[src/design/iaf_pkg.sv]
// constants and types for indirect address generation and alu flags
// Notes on behaviour
// - virtual port access goes to an address formed from its pointer; port holds nothing
// - three 12-bit pointers, each a high and a low byte
// - indirect read aimed at a virtual port returns 00h and sets zero flag
// - indirect write aimed at a virtual port does nothing, flags unchanged
// - five ports per pointer; plain port uses pointer, leaves it unchanged
// - step-down port uses pointer, then decrements it by one
// - step-up port uses pointer, then increments it by one
// - before-step-up port increments pointer first, then uses new value
// - indexed port uses pointer plus signed accumulator; neither is modified
// - automatic pointer steps never touch any flag
// - pointer steps work on all 12 bits, carrying between bytes
// - indirect write to a pointer's own byte beats its pending step
// - flag writes ignored for bits the same instruction computes
// - flag bits 7 to 5 read as zero
// - bit 4 follows result msb
// - bit 3 flags signed overflow of the 7-bit magnitude
// - bit 2 set when result is zero, else cleared
// - add/subtract: bit 1 is carry out of low nibble
// - add/subtract: bit 0 is carry out of result msb
// - subtract adds two's complement, so carries are inverted borrows
// - rotates load half carry from bit 4 or 3, carry from end bit
package iaf_pkg;
  localparam int PTR_COUNT = 3;
  localparam int ADDR_W = 12;
  // data-space map of the virtual ports, pointer bytes and flag register
  localparam logic [5:0] PORT_PAGE = 6'h3F;
  localparam logic [2:0] PTR_LO_SLOT = 3'h5;
  localparam logic [2:0] PTR_HI_SLOT = 3'h6;
  localparam logic [2:0] LAST_PORT_SLOT = 3'h4;
  localparam logic [11:0] FLAGS_ADDR = 12'hFD8;
  // flag bit positions
  localparam int FLAG_N = 4;
  localparam int FLAG_OV = 3;
  localparam int FLAG_Z = 2;
  localparam int FLAG_DC = 1;
  localparam int FLAG_C = 0;
  localparam logic [4:0] FLAGS_RESET = 5'h00;
  localparam logic [11:0] PTR_RESET = 12'h000;
  // apb register indices (byte address is index times four)
  localparam logic [2:0] REG_PTR0_LO = 3'h0;
  localparam logic [2:0] REG_FLAGS = 3'h6;
  localparam logic [7:0] APB_ADDR_LIMIT = 8'h1C;
  typedef enum logic [2:0] {
    KIND_PLAIN,
    KIND_STEP_DOWN,
    KIND_STEP_UP,
    KIND_PRE_UP,
    KIND_INDEXED
  } iaf_port_kind_e;
  typedef enum logic [2:0] {
    ALU_NONE,
    ALU_ADD,
    ALU_SUB,
    ALU_LOGIC,
    ALU_ROL,
    ALU_ROR
  } iaf_alu_op_e;
endpackage : iaf_pkg

[src/design/iaf_core.sv]
// indirect address generator with pointer registers and alu flag register
`timescale 1ns/1ps
module iaf_core import iaf_pkg::*; (
  // clock and reset
  input wire logic clk_i,
  input wire logic rst_b_i,
  // apb slave
  input wire logic psel_i,
  input wire logic penable_i,
  input wire logic pwrite_i,
  input wire logic [7:0] paddr_i,
  input wire logic [31:0] pwdata_i,
  output logic [31:0] prdata_o,
  output logic pready_o,
  output logic pslverr_o,
  // data access request from the execution core
  input wire logic acc_valid_i,
  input wire logic acc_write_i,
  input wire logic [11:0] acc_addr_i,
  input wire logic [7:0] acc_wdata_i,
  input wire logic [7:0] working_accum_i,
  // data memory
  output logic mem_valid_o,
  output logic mem_write_o,
  output logic [11:0] mem_addr_o,
  output logic [7:0] mem_wdata_o,
  input wire logic [7:0] mem_rdata_i,
  // read answer to the core
  output logic rd_valid_o,
  output logic [7:0] rd_data_o,
  // alu
  input wire logic alu_valid_i,
  input wire iaf_alu_op_e alu_op_i,
  input wire logic [7:0] alu_a_i,
  input wire logic [7:0] alu_b_i,
  output logic alu_done_o,
  output logic [7:0] alu_result_o,
  output logic [7:0] alu_flags_o
);

  function automatic logic is_port(input logic [11:0] a);
    return a[11:6] == PORT_PAGE && a[5:3] < 3'(PTR_COUNT) && a[2:0] <= LAST_PORT_SLOT;
  endfunction : is_port

  function automatic logic is_ptr_byte(input logic [11:0] a, input int n, input logic hi);
    return a[11:6] == PORT_PAGE && a[5:3] == 3'(n) && a[2:0] == (hi ? PTR_HI_SLOT : PTR_LO_SLOT);
  endfunction : is_ptr_byte

  logic [11:0] ptr [PTR_COUNT];
  logic [4:0] flags;

  // address resolution
  logic dir_port;
  logic [1:0] dir_sel;
  iaf_port_kind_e dir_kind;
  logic [11:0] cur;
  logic [11:0] eff;
  logic [11:0] stepped;
  logic step_en;
  logic eff_null;
  logic eff_int;
  logic [7:0] int_rdata;
  logic wr_int;
  logic null_rd;

  always_comb begin
    dir_port = is_port(acc_addr_i);
    dir_sel = acc_addr_i[4:3];
    dir_kind = iaf_port_kind_e'(acc_addr_i[2:0]);
    cur = PTR_RESET;
    for (int n = 0; n < PTR_COUNT; n++) begin
      if (dir_sel == 2'(n)) begin
        cur = ptr[n];
      end
    end
    eff = acc_addr_i;
    stepped = cur;
    step_en = 1'b0;
    if (dir_port) begin
      unique case (dir_kind)
        KIND_PLAIN: begin
          eff = cur;
        end
        KIND_STEP_DOWN: begin
          eff = cur;
          stepped = cur - 12'h001;
          step_en = 1'b1;
        end
        KIND_STEP_UP: begin
          eff = cur;
          stepped = cur + 12'h001;
          step_en = 1'b1;
        end
        KIND_PRE_UP: begin
          eff = cur + 12'h001;
          stepped = cur + 12'h001;
          step_en = 1'b1;
        end
        KIND_INDEXED: begin
          eff = cur + {{4{working_accum_i[7]}}, working_accum_i};
        end
      endcase
    end
    eff_null = dir_port && is_port(eff);
    eff_int = eff == FLAGS_ADDR;
    int_rdata = {3'h0, flags};
    for (int n = 0; n < PTR_COUNT; n++) begin
      if (is_ptr_byte(eff, n, 1'b0)) begin
        eff_int = 1'b1;
        int_rdata = ptr[n][7:0];
      end
      if (is_ptr_byte(eff, n, 1'b1)) begin
        eff_int = 1'b1;
        int_rdata = {4'h0, ptr[n][11:8]};
      end
    end
    wr_int = acc_valid_i && acc_write_i && !eff_null && eff_int;
    null_rd = acc_valid_i && !acc_write_i && eff_null;
  end

  // apb decode
  logic apb_unmapped;
  logic apb_wr;
  logic [2:0] apb_idx;

  always_comb begin
    apb_idx = paddr_i[4:2];
    apb_unmapped = paddr_i >= APB_ADDR_LIMIT || paddr_i[1:0] != 2'h0;
    apb_wr = psel_i && penable_i && pwrite_i && !apb_unmapped;
  end

  assign pready_o = 1'b1;
  assign pslverr_o = psel_i && penable_i && apb_unmapped;

  // read data is latched in the setup phase, so the access phase needs no wait
  always_ff @(posedge clk_i or negedge rst_b_i) begin
    if (!rst_b_i) begin
      prdata_o <= 32'h0000_0000;
    end else if (psel_i && !penable_i) begin
      prdata_o <= 32'h0000_0000;
      if (!apb_unmapped) begin
        if (apb_idx == REG_FLAGS) begin
          prdata_o <= {27'h0, flags};
        end else begin
          for (int n = 0; n < PTR_COUNT; n++) begin
            if (apb_idx == REG_PTR0_LO + 3'(2 * n)) begin
              prdata_o <= {24'h0, ptr[n][7:0]};
            end
            if (apb_idx == REG_PTR0_LO + 3'(2 * n + 1)) begin
              prdata_o <= {28'h0, ptr[n][11:8]};
            end
          end
        end
      end
    end
  end

  // pointers: core write, then automatic step, then apb write
  for (genvar g = 0; g < PTR_COUNT; g++) begin : g_ptr
    always_ff @(posedge clk_i or negedge rst_b_i) begin
      if (!rst_b_i) begin
        ptr[g] <= PTR_RESET;
      end else if (wr_int && is_ptr_byte(eff, g, 1'b0)) begin
        ptr[g][7:0] <= acc_wdata_i;
      end else if (wr_int && is_ptr_byte(eff, g, 1'b1)) begin
        ptr[g][11:8] <= acc_wdata_i[3:0];
      end else if (acc_valid_i && step_en && dir_sel == 2'(g)) begin
        ptr[g] <= stepped;
      end else if (apb_wr && apb_idx == REG_PTR0_LO + 3'(2 * g)) begin
        ptr[g][7:0] <= pwdata_i[7:0];
      end else if (apb_wr && apb_idx == REG_PTR0_LO + 3'(2 * g + 1)) begin
        ptr[g][11:8] <= pwdata_i[3:0];
      end
    end
  end

  // memory stage: null and internal targets never reach memory
  logic s1_rd;
  logic s1_null;
  logic s1_int;
  logic [7:0] s1_int_data;

  always_ff @(posedge clk_i or negedge rst_b_i) begin
    if (!rst_b_i) begin
      mem_valid_o <= 1'b0;
      mem_write_o <= 1'b0;
      mem_addr_o <= 12'h000;
      mem_wdata_o <= 8'h00;
      s1_rd <= 1'b0;
      s1_null <= 1'b0;
      s1_int <= 1'b0;
      s1_int_data <= 8'h00;
    end else begin
      mem_valid_o <= acc_valid_i && !eff_null && !eff_int;
      mem_write_o <= acc_write_i;
      mem_addr_o <= eff;
      mem_wdata_o <= acc_wdata_i;
      s1_rd <= acc_valid_i && !acc_write_i;
      s1_null <= eff_null;
      s1_int <= eff_int;
      s1_int_data <= int_rdata;
    end
  end

  always_ff @(posedge clk_i or negedge rst_b_i) begin
    if (!rst_b_i) begin
      rd_valid_o <= 1'b0;
      rd_data_o <= 8'h00;
    end else begin
      rd_valid_o <= s1_rd;
      if (s1_null) begin
        rd_data_o <= 8'h00;
      end else if (s1_int) begin
        rd_data_o <= s1_int_data;
      end else begin
        rd_data_o <= mem_rdata_i;
      end
    end
  end

  // alu and flag computation
  logic [8:0] sum;
  logic [4:0] nib;
  logic [7:0] res;
  logic [4:0] calc;
  logic [4:0] upd;

  always_comb begin
    sum = 9'h000;
    nib = 5'h00;
    res = alu_b_i;
    calc = flags;
    upd = 5'h00;
    unique case (alu_op_i)
      ALU_ADD: begin
        sum = {1'b0, alu_a_i} + {1'b0, alu_b_i};
        nib = {1'b0, alu_a_i[3:0]} + {1'b0, alu_b_i[3:0]};
        res = sum[7:0];
        calc[FLAG_OV] = alu_a_i[7] == alu_b_i[7] && res[7] != alu_a_i[7];
        upd = 5'h1F;
      end
      ALU_SUB: begin
        sum = {1'b0, alu_a_i} + {1'b0, ~alu_b_i} + 9'h001;
        nib = {1'b0, alu_a_i[3:0]} + {1'b0, ~alu_b_i[3:0]} + 5'h01;
        res = sum[7:0];
        calc[FLAG_OV] = alu_a_i[7] != alu_b_i[7] && res[7] != alu_a_i[7];
        upd = 5'h1F;
      end
      ALU_LOGIC: begin
        upd = 5'h14;
      end
      ALU_ROL: begin
        res = {alu_a_i[6:0], flags[FLAG_C]};
        calc[FLAG_DC] = alu_a_i[3];
        calc[FLAG_C] = alu_a_i[7];
        upd = 5'h17;
      end
      ALU_ROR: begin
        res = {flags[FLAG_C], alu_a_i[7:1]};
        calc[FLAG_DC] = alu_a_i[4];
        calc[FLAG_C] = alu_a_i[0];
        upd = 5'h17;
      end
      ALU_NONE: begin
        upd = 5'h00;
      end
    endcase
    if (alu_op_i == ALU_ADD || alu_op_i == ALU_SUB) begin
      calc[FLAG_DC] = nib[4];
      calc[FLAG_C] = sum[8];
    end
    calc[FLAG_N] = res[7];
    calc[FLAG_Z] = res == 8'h00;
    if (!alu_valid_i) begin
      upd = 5'h00;
    end
  end

  // per bit: alu result, then null-read zero, then core write, then apb write
  for (genvar b = 0; b < 5; b++) begin : g_flag
    always_ff @(posedge clk_i or negedge rst_b_i) begin
      if (!rst_b_i) begin
        flags[b] <= FLAGS_RESET[b];
      end else if (upd[b]) begin
        flags[b] <= calc[b];
      end else if (null_rd && b == FLAG_Z) begin
        flags[b] <= 1'b1;
      end else if (wr_int && eff == FLAGS_ADDR) begin
        flags[b] <= acc_wdata_i[b];
      end else if (apb_wr && apb_idx == REG_FLAGS) begin
        flags[b] <= pwdata_i[b];
      end
    end
  end

  always_ff @(posedge clk_i or negedge rst_b_i) begin
    if (!rst_b_i) begin
      alu_done_o <= 1'b0;
      alu_result_o <= 8'h00;
    end else begin
      alu_done_o <= alu_valid_i;
      alu_result_o <= res;
    end
  end

  assign alu_flags_o = {3'h0, flags};

  // checks
  logic self_wr;
  assign self_wr = wr_int && eff[11:6] == PORT_PAGE && eff[5:3] == {1'b0, dir_sel};

  property p_step_up;
    @(posedge clk_i) disable iff (!rst_b_i)
    acc_valid_i && dir_port && dir_kind == KIND_STEP_UP && !self_wr
    |=> ptr[$past(dir_sel)] == 12'($past(cur) + 12'h001);
  endproperty
  a_step_up: assert property (p_step_up) else $error("step-up pointer wrong");

  property p_step_down;
    @(posedge clk_i) disable iff (!rst_b_i)
    acc_valid_i && dir_port && dir_kind == KIND_STEP_DOWN && !self_wr
    |=> ptr[$past(dir_sel)] == 12'($past(cur) - 12'h001) && mem_addr_o == $past(cur);
  endproperty
  a_step_down: assert property (p_step_down) else $error("step-down wrong");

  property p_plain_keep;
    @(posedge clk_i) disable iff (!rst_b_i)
    acc_valid_i && dir_port && dir_kind == KIND_PLAIN && !wr_int && !apb_wr
    |=> ptr[$past(dir_sel)] == $past(cur) && mem_addr_o == $past(cur);
  endproperty
  a_plain_keep: assert property (p_plain_keep) else $error("plain port moved");

  property p_pre_up;
    @(posedge clk_i) disable iff (!rst_b_i)
    acc_valid_i && dir_port && dir_kind == KIND_PRE_UP
    |=> mem_addr_o == 12'($past(cur) + 12'h001);
  endproperty
  a_pre_up: assert property (p_pre_up) else $error("pre-step address wrong");

  property p_indexed;
    @(posedge clk_i) disable iff (!rst_b_i)
    acc_valid_i && dir_port && dir_kind == KIND_INDEXED
    |=> mem_addr_o == 12'($past(cur) + {{4{$past(working_accum_i[7])}}, $past(working_accum_i)});
  endproperty
  a_indexed: assert property (p_indexed) else $error("indexed address wrong");

  property p_null_read;
    @(posedge clk_i) disable iff (!rst_b_i)
    null_rd && !alu_valid_i |=> flags[FLAG_Z] ##1 rd_valid_o && rd_data_o == 8'h00;
  endproperty
  a_null_read: assert property (p_null_read) else $error("null read not zero");

  property p_null_write;
    @(posedge clk_i) disable iff (!rst_b_i)
    acc_valid_i && acc_write_i && eff_null && !alu_valid_i && !apb_wr
    |=> !mem_valid_o && $stable(flags);
  endproperty
  a_null_write: assert property (p_null_write) else $error("null write acted");

  property p_add_carry;
    @(posedge clk_i) disable iff (!rst_b_i)
    alu_valid_i && alu_op_i == ALU_ADD
    |=> flags[FLAG_C] == ($past({1'b0, alu_a_i}) + $past({1'b0, alu_b_i}) > 9'h0FF);
  endproperty
  a_add_carry: assert property (p_add_carry) else $error("add carry wrong");

  property p_sub_borrow;
    @(posedge clk_i) disable iff (!rst_b_i)
    alu_valid_i && alu_op_i == ALU_SUB
    |=> flags[FLAG_C] == ($past(alu_a_i) >= $past(alu_b_i)) && alu_done_o;
  endproperty
  a_sub_borrow: assert property (p_sub_borrow) else $error("sub borrow wrong");

  property p_flag_write_blocked;
    @(posedge clk_i) disable iff (!rst_b_i)
    wr_int && eff == FLAGS_ADDR && alu_valid_i && alu_op_i != ALU_NONE
    |=> flags[FLAG_Z] == (alu_result_o == 8'h00) && flags[FLAG_N] == alu_result_o[7];
  endproperty
  a_flag_write_blocked: assert property (p_flag_write_blocked) else $error("flag write won");

  property p_upper_zero;
    @(posedge clk_i) disable iff (!rst_b_i)
    alu_flags_o[7:5] == 3'h0 && prdata_o[31:8] == 24'h0;
  endproperty
  a_upper_zero: assert property (p_upper_zero) else $error("flag bits 7:5 set");

  c_step_up: cover property (@(posedge clk_i) disable iff (!rst_b_i)
    acc_valid_i && dir_port && dir_kind == KIND_STEP_UP);
  c_null_read: cover property (@(posedge clk_i) disable iff (!rst_b_i) null_rd);
  c_self_write: cover property (@(posedge clk_i) disable iff (!rst_b_i) self_wr && step_en);
  c_wrap: cover property (@(posedge clk_i) disable iff (!rst_b_i)
    acc_valid_i && dir_port && dir_kind == KIND_STEP_UP && cur == 12'hFFF);

endmodule : iaf_core

[config.mk]
export PLATFORM = sky130hd
export DESIGN_NAME = iaf_core
export DESIGN_NICKNAME = d
export VERILOG_FILES = /design/src/design/iaf_pkg.sv /design/src/design/iaf_core.sv
export SDC_FILE = /design/constraint.sdc
export NUM_CORES = 1
export LEC_CHECK = 0
export BUFFER_PORTS_ARGS = -buffer_cell sky130_fd_sc_hd__buf_2
export CORE_ASPECT_RATIO = 1.25
export CORE_MARGIN = 2
export CORE_UTILIZATION = 28
export CTS_BUF_LIST = sky130_fd_sc_hd__clkbuf_16
export DETAILED_ROUTE_END_ITERATION = 12
export PLACE_DENSITY = 0.53
export SLEW_MARGIN = 20
export SYNTH_ARGS = -nofsm -noshare
export SYNTH_HDL_FRONTEND = slang
export SYNTH_SLANG_ARGS = --single-unit
[constraint.sdc]
create_clock -name clk_i -period 6.9 [get_ports clk_i]
set_input_delay 0.345 -clock clk_i [delete_from_list [all_inputs] [get_ports clk_i]]
set_output_delay 0.345 -clock clk_i [all_outputs]
set_load 0.02 [all_outputs]
* Word-level counts from Yosys, hierarchy flattened
Cells that the tools add are included.
** Word-level totals
- Word-level logic and storage cells :: 241
- Output and inout bits :: 82
- Register bits :: 124
** Cells by class
- $lt $le $gt $ge :: 5
- Add/subtract/negate cells :: 9
- Reductions and logical operators :: 85
- Muxes and demuxes :: 76
- Equal/unequal tests :: 37
- Bitwise logic cells :: 5
** Operator list (count)
- 2-to-1 mux 32 bit :: 7
- 2-to-1 mux 8 bit :: 18
- 2-to-1 mux 12 bit :: 8
- logical AND 1 bit :: 46
- 2-to-1 mux 4 bit :: 9
- case mux 12 bit (3 select lines) :: 1
- case mux 8 bit (4 select lines) :: 1
- nonzero test 3 bit :: 10
- equality test 3 bit (second input constant) :: 8
- 2-to-1 mux 1 bit :: 24
- case mux 12 bit (2 select lines) :: 1
- equality test 3 x 2 -> 1 bit (second input constant) :: 7
- case mux 5 bit (4 select lines) :: 1
- adder 8 x 8 -> 9 bit :: 2
- case mux 9 bit (2 select lines) :: 1
- adder 12 x 1 -> 12 bit (second input constant) :: 1
- adder 12 bit :: 1
- equality test 12 bit (second input constant) :: 1
- equality test 3 x 1 -> 1 bit (second input constant) :: 4
- equality test 6 bit (second input constant) :: 2
- logical NOT 3 bit :: 4
- AND reduction 2 bit :: 6
- subtractor 12 x 1 -> 12 bit (second input constant) :: 1
- adder 4 x 4 -> 5 bit :: 2
- other kinds (30) :: 51

* Depth between registers and ports, before layout
- Depth in word-level cells :: 21
- Gate-level depth with buffers :: 20

* Worst setup path before layout
OpenSTA, ideal clock, no wires.
- Path type :: input-to-reg
- Start :: input port acc_addr_i[4]
- End :: register ptr[32] (netlist name)
- Setup slack :: 2.484 ns
- Stages on the path :: 18
- Arrival time :: 4.290 ns
- Library setup time :: 0.126 ns
- Cell sequence :: buf_4 > nor2b_1 > buf_4 > a2bb2oi_2 > inv_2 > buf_4 > ha_1 > and3_1 > a221oi_2 > xnor2_1 > a22oi_1 > o221ai_2 > or2_1 > or4_4 > or4_1 > buf_2 > o21a_1 > o32a_1
** On the way
- Cells in the longest elaborated chain, start to end :: 20
** Ends and longest elaborated chain
- start: declaration :: line iaf_core.sv:19 : input wire logic [11:0] acc_addr_i,
- logical NOT 2 bit :: line iaf_core.sv:72 : if (dir_sel == 2'(n)) begin
- 2-to-1 mux 12 bit (3 in series) :: line iaf_core.sv:72
- adder 12 bit or adder 12 x 1 -> 12 bit (tied branches) :: line iaf_core.sv:100, iaf_core.sv:95
- case mux 12 bit (3 select lines) :: line iaf_core.sv:80 : unique case (dir_kind)
- 2-to-1 mux 12 bit * :: line iaf_core.sv:79 : if (dir_port) begin
- named net eff[5] :: line iaf_core.sv:57 : logic [11:0] eff;
- logical NOT 3 bit :: line iaf_core.sv:46 : return a[11:6] == PORT_PAGE && a[5:3] == 3'(n) && a[2:0] == (hi ? PTR_HI_SLOT : PTR_LO_SLOT);
- logical AND 1 bit (2 in series) :: line iaf_core.sv:46
- (+2 left out)
- 2-to-1 mux 1 bit :: line iaf_core.sv:108 : if (is_ptr_byte(eff, n, 1'b0)) begin
- 2-to-1 mux 1 bit :: line iaf_core.sv:112 : if (is_ptr_byte(eff, n, 1'b1)) begin
- 2-to-1 mux 1 bit :: line iaf_core.sv:108
- 2-to-1 mux 1 bit :: line iaf_core.sv:112
- logical AND 1 bit :: line iaf_core.sv:117 : wr_int = acc_valid_i && acc_write_i && !eff_null && eff_int;
- logical AND 1 bit, on equally long branches :: line iaf_core.sv:165, iaf_core.sv:163
- != test 3 bit (no source line) (tied with other cells)
- AND reduction 3 bit (no source line)
- end signal: indexed assignment :: line iaf_core.sv:164 : ptr[g][7:0] <= acc_wdata_i;
- end signal: indexed assignment :: line iaf_core.sv:166 : ptr[g][11:8] <= acc_wdata_i[3:0];
- end signal: indexed assignment :: line iaf_core.sv:168 : ptr[g] <= stepped;
- end: declaration :: line iaf_core.sv:49 : logic [11:0] ptr [PTR_COUNT];
The timed path passes the listed nets; every way through them passes the cells marked *.
A chain may end at the register's enable or synchronous reset.

* Final worst setup path
Same ends and word-level chain as after synthesis.

==> results by group <==
Run status
  • Status: finished, violations left
  • Failing checks: negative hold slack

Worst setup path
  • Crit-path max cell delay: 850 ps
  • Worst-path cell chain: buf_2 > nor2b_1 > a2bb2oi_2 > inv_2 > ha_1 > and3_1 > a221oi_2 > xnor2_1 > a22oi_1 > o221ai_2 > or2_1 > or4_4 > or4_1 > o21a_1 > o32a_1
  • CP max stage cell: or4_1
  • CP required: 7150 ps
  • Data arrival time at the worst-slack endpoint: roughly 5600 ps
  • Worst setup path class: input pin to flop
  • Worst setup SP type: input pin
  • CP Max Fanout: 27
  • CP endpoint kind: flop

Power and ir drop
  • PwrDens: about 160 nW/µm²
  • Total power: ~0.0016 W
  • Worst vdd ir: 0.0895 mV
  • Leak Pwr: between 4 and 5 nW

Timing
  • Max Fclk: 0.188 GHz
  • Fin. max-slew vios: 0
  • Crit share post-route: between 70 and 80%
  • # setup viols final: 0
  • Min Tclk post-route: 5320 ps
  • WHS: -14.2 ps
  • Unrepaired setup endpoints after global routing: no
  • Setup_tns: 0 ps
  • Slew HR: roughly 34%
  • Clock skew: ~18 ps
  • Worst slew pin tran: slightly below 1000 ps
  • Hold Vio Cnt, Final: 4

Floorplan
  • Core Rows: 73
  • Placeable Area: about 32000 µm²
  • I/O pins: 185
  • Starting Density: about 28%
  • Die area: between 30000 and 40000 µm²
  • Die Ht: between 200 and 250 µm
  • Die X-Extent: 164 µm

Global routing
  • Vias in the first global route: approximately 8.5k
  • All-Layer GR Usage: about a fifth
  • First-pass GRT wire length: 49.7 mm
  • Aggregate global routing overflow: 0
  • Antenna violations before repair: 0
  • Largest net degree at the start of global routing: 52

Routing
  • DR vias/cell: roughly 5.6
  • DRT Pass-1 Iters: 5
  • DR iter-0 viols: about 600
  • Antenna Violating Nets Remaining: 0
  • Routed via count: 8908
  • Drt total wl: 32.7 mm
  • # DRC: 0
  • WL per Instance: between 20 and 25 µm

Yosys
  • Number of synthesized flops with an enable pin: 0
  • Seq/Total Area, Yosys: 28.0%
  • Yosys cell types: 97
  • Yosys Warn Count: 0
  • #FFs+latches synth: 100
  • Syn Inst Count: ~1.1k
  • Cell Area, Synth: 8920 µm²
  • Syn Area/Cell: a little over 8 µm²
  • Top cells by area, synth: dfrtp_1, mux2i_1, a21oi_1
  • Post-synth ARST share: 100%
  • Synth top area share: approximately 28%
  • Post-synth top area cell: dfrtp_1
  • Top FF cell, synth: dfrtp_1

Clocking
  • Clock slew at reported path FFs: about 90 ps
  • Bufs on Longest Clock Path: 2
  • Root buf cell: clkbuf_16
  • TritonCTS Buffers: 9
  • Post-CTS Hold Buffers: 0
  • H-tree depth: 3
  • Post-CTS Setup Bufs: 0
  • CTS Sinks: 100
  • Clock network latency to the later pin of the worst-skew pair: about 380 ps
  • Post-cts gate resize count: 0
  • CTS tree: built

Hold path
  • Min-delay worst type: input pin to async pin

Final layout
  • Share of cells above drive strength 1: between 10% and 20%
  • Fillers: 3453
  • Layout overhead on the synthesized area: 13.4%
  • Layout net count: 1303
  • Commonest cells after routing, fill and taps aside: buf_2, dfrtp_1, nand2_1, a21oi_1, nor2_1
  • Leading cell type in the layout, fill and taps excluded: buf_2
  • N_diodes: 0

Placement
  • HPWL Detailed: 25.3 mm
  • GP Congestion: about 0.9
  • IO buf count: between 100 and 150

Job
  • Number of max-cap violations: 0
-- final cells by class --
cell class                      count  area (µm²)  share of cell area, %
Sequential cell                   100        2500                   24.7
Multi-Input combinational cell    863        5810                   57.4
Inverter                           44         165                   1.63
Timing Repair Buffer              149         791                   7.81
Tap cell                          412         515                   5.09
Clock inverter                      7         109                   1.08
Clock buffer                        9         225                   2.23
-- per-layer routing --
| metal | GRT usage (%) | share of wire (%) | up-vias |
|---|---|---|---|
| li1 | - | - | 4160 |
| met1 | 23.7 | 40 | 4256 |
| met2 | 33.1 | 48 | 407 |
| met3 | 2.93 | 6.4 | 85 |
| met4 | 10.5 | 5.4 | 0 |
| met5 | 0 | 0 | - |
-- cells in the mapped netlist (all sizes together), types with 7 or more instances --
library cell	number
o21a	12
dfrtp	100
buf	58
or3	9
xor2	8
nor3b	11
ha	30
nor2	65
nand3	29
o21ai	73
xnor2	14
clkbuf	38
and3	17
a211oi	10
nand2	94
nand4	17
and4	7
mux2i	59
a22oi	13
nor2b	15
a21oi	90
a21o	11
a31oi	10
o22a	7
nor3	27
inv	44
and2	12
or4	7
a2111oi	7
nor4	12
o2bb2ai	17
nand2b	8
nand3b	8
o31ai	7
o22ai	22
a22o	23
-- worst max-delay path, delay by kind of cell --
kind | cells | cell delay, ps
fa+ha+maj | 1 | 310
compound gates | 6 | 1560
buf+inv | 2 | 680
simple gates | 5 | 2500
xor+xnor | 1 | 120
-- state kept, by name, indices dropped and copies added (netlist names) --
register	cells
s1_null	1
s1_int_data	8
alu_done_o	1
s1_rd	1
s1_int	1
alu_flags_o	5
rd_data_o	8
ptr	36
mem_write_o	1
rd_valid_o	1
mem_valid_o	1
alu_result_o	8
mem_addr_o	12
prdata_o	8
mem_wdata_o	8
-- kinds of logic (layout without fill, tap and decap cells) --
| logic type | count (synthesis) | in the layout | share of synthesized area (%) |
|---|---|---|---|
| simple gates | 359 | 359 | 21.9 |
| compound gates | 358 | 358 | 27.4 |
| buf+inv | 140 | 209 | 7.99 |
| flops | 100 | 100 | 28.0 |
| mux | 63 | 63 | 7.54 |
| fa+ha+maj | 33 | 33 | 4.88 |
| xor+xnor | 22 | 22 | 2.16 |
| other cells | 2 | 28 | 0.0842 |
-- worst paths after layout --
path / startpoint / end / slack [ps] / depth (start not counted)
worst max-delay path: acc_addr_i[4] / ptr[32]$_DFFE_PN0P_ / 1580 / 15
worst min-delay path: rst_b_i / mem_addr_o[6]$_DFF_PN0_ / -10 / 1
worst max register to register: ptr[20]$_DFFE_PN0P_ / ptr[1]$_DFFE_PN0P_ / 1710 / 14
worst min register to register: s1_rd$_DFF_PN0_ / rd_valid_o$_DFF_PN0_ / 350 / 0
max in group asynchronous: rst_b_i / prdata_o[7]$_DFFE_PN0P_ / 5730 / 2
min in group clk_i: acc_wdata_i[6] / mem_wdata_o[6]$_DFF_PN0_ / 110 / 1
-- stage by stage --
| stage | hold WS [ps] | cells | area (µm²) | setup WS (ps) | util [%] |
|---|---|---|---|---|---|
| final | -14.2 | 1584 | 10100 | 1580 | 32.0 |
| after global routing | 56.5 | 1584 | 10100 | 1330 | 32.0 |
| after CTS | 25.5 | 1584 | 10100 | 1620 | 32.0 |
| after detailed placement | 337 | 1568 | 9780 | 1230 | 31.0 |
| after global placement | 336 | 1568 | 9780 | 1300 | 31.0 |
| after floorplan | 49.4 | 1103 | 9020 | 2480 | - |
-- power by group --
part / switching [W] / internal, W / total (W)
Sequential: 0.0000268 / 0.000616 / 0.000643
Combinational: 0.000235 / 0.000123 / 0.000358
Clock: 0.000261 / 0.000325 / 0.000585
Total: 0.000523 / 0.00106 / 0.00159
Note: power is estimated with default switching activity, not from simulation.
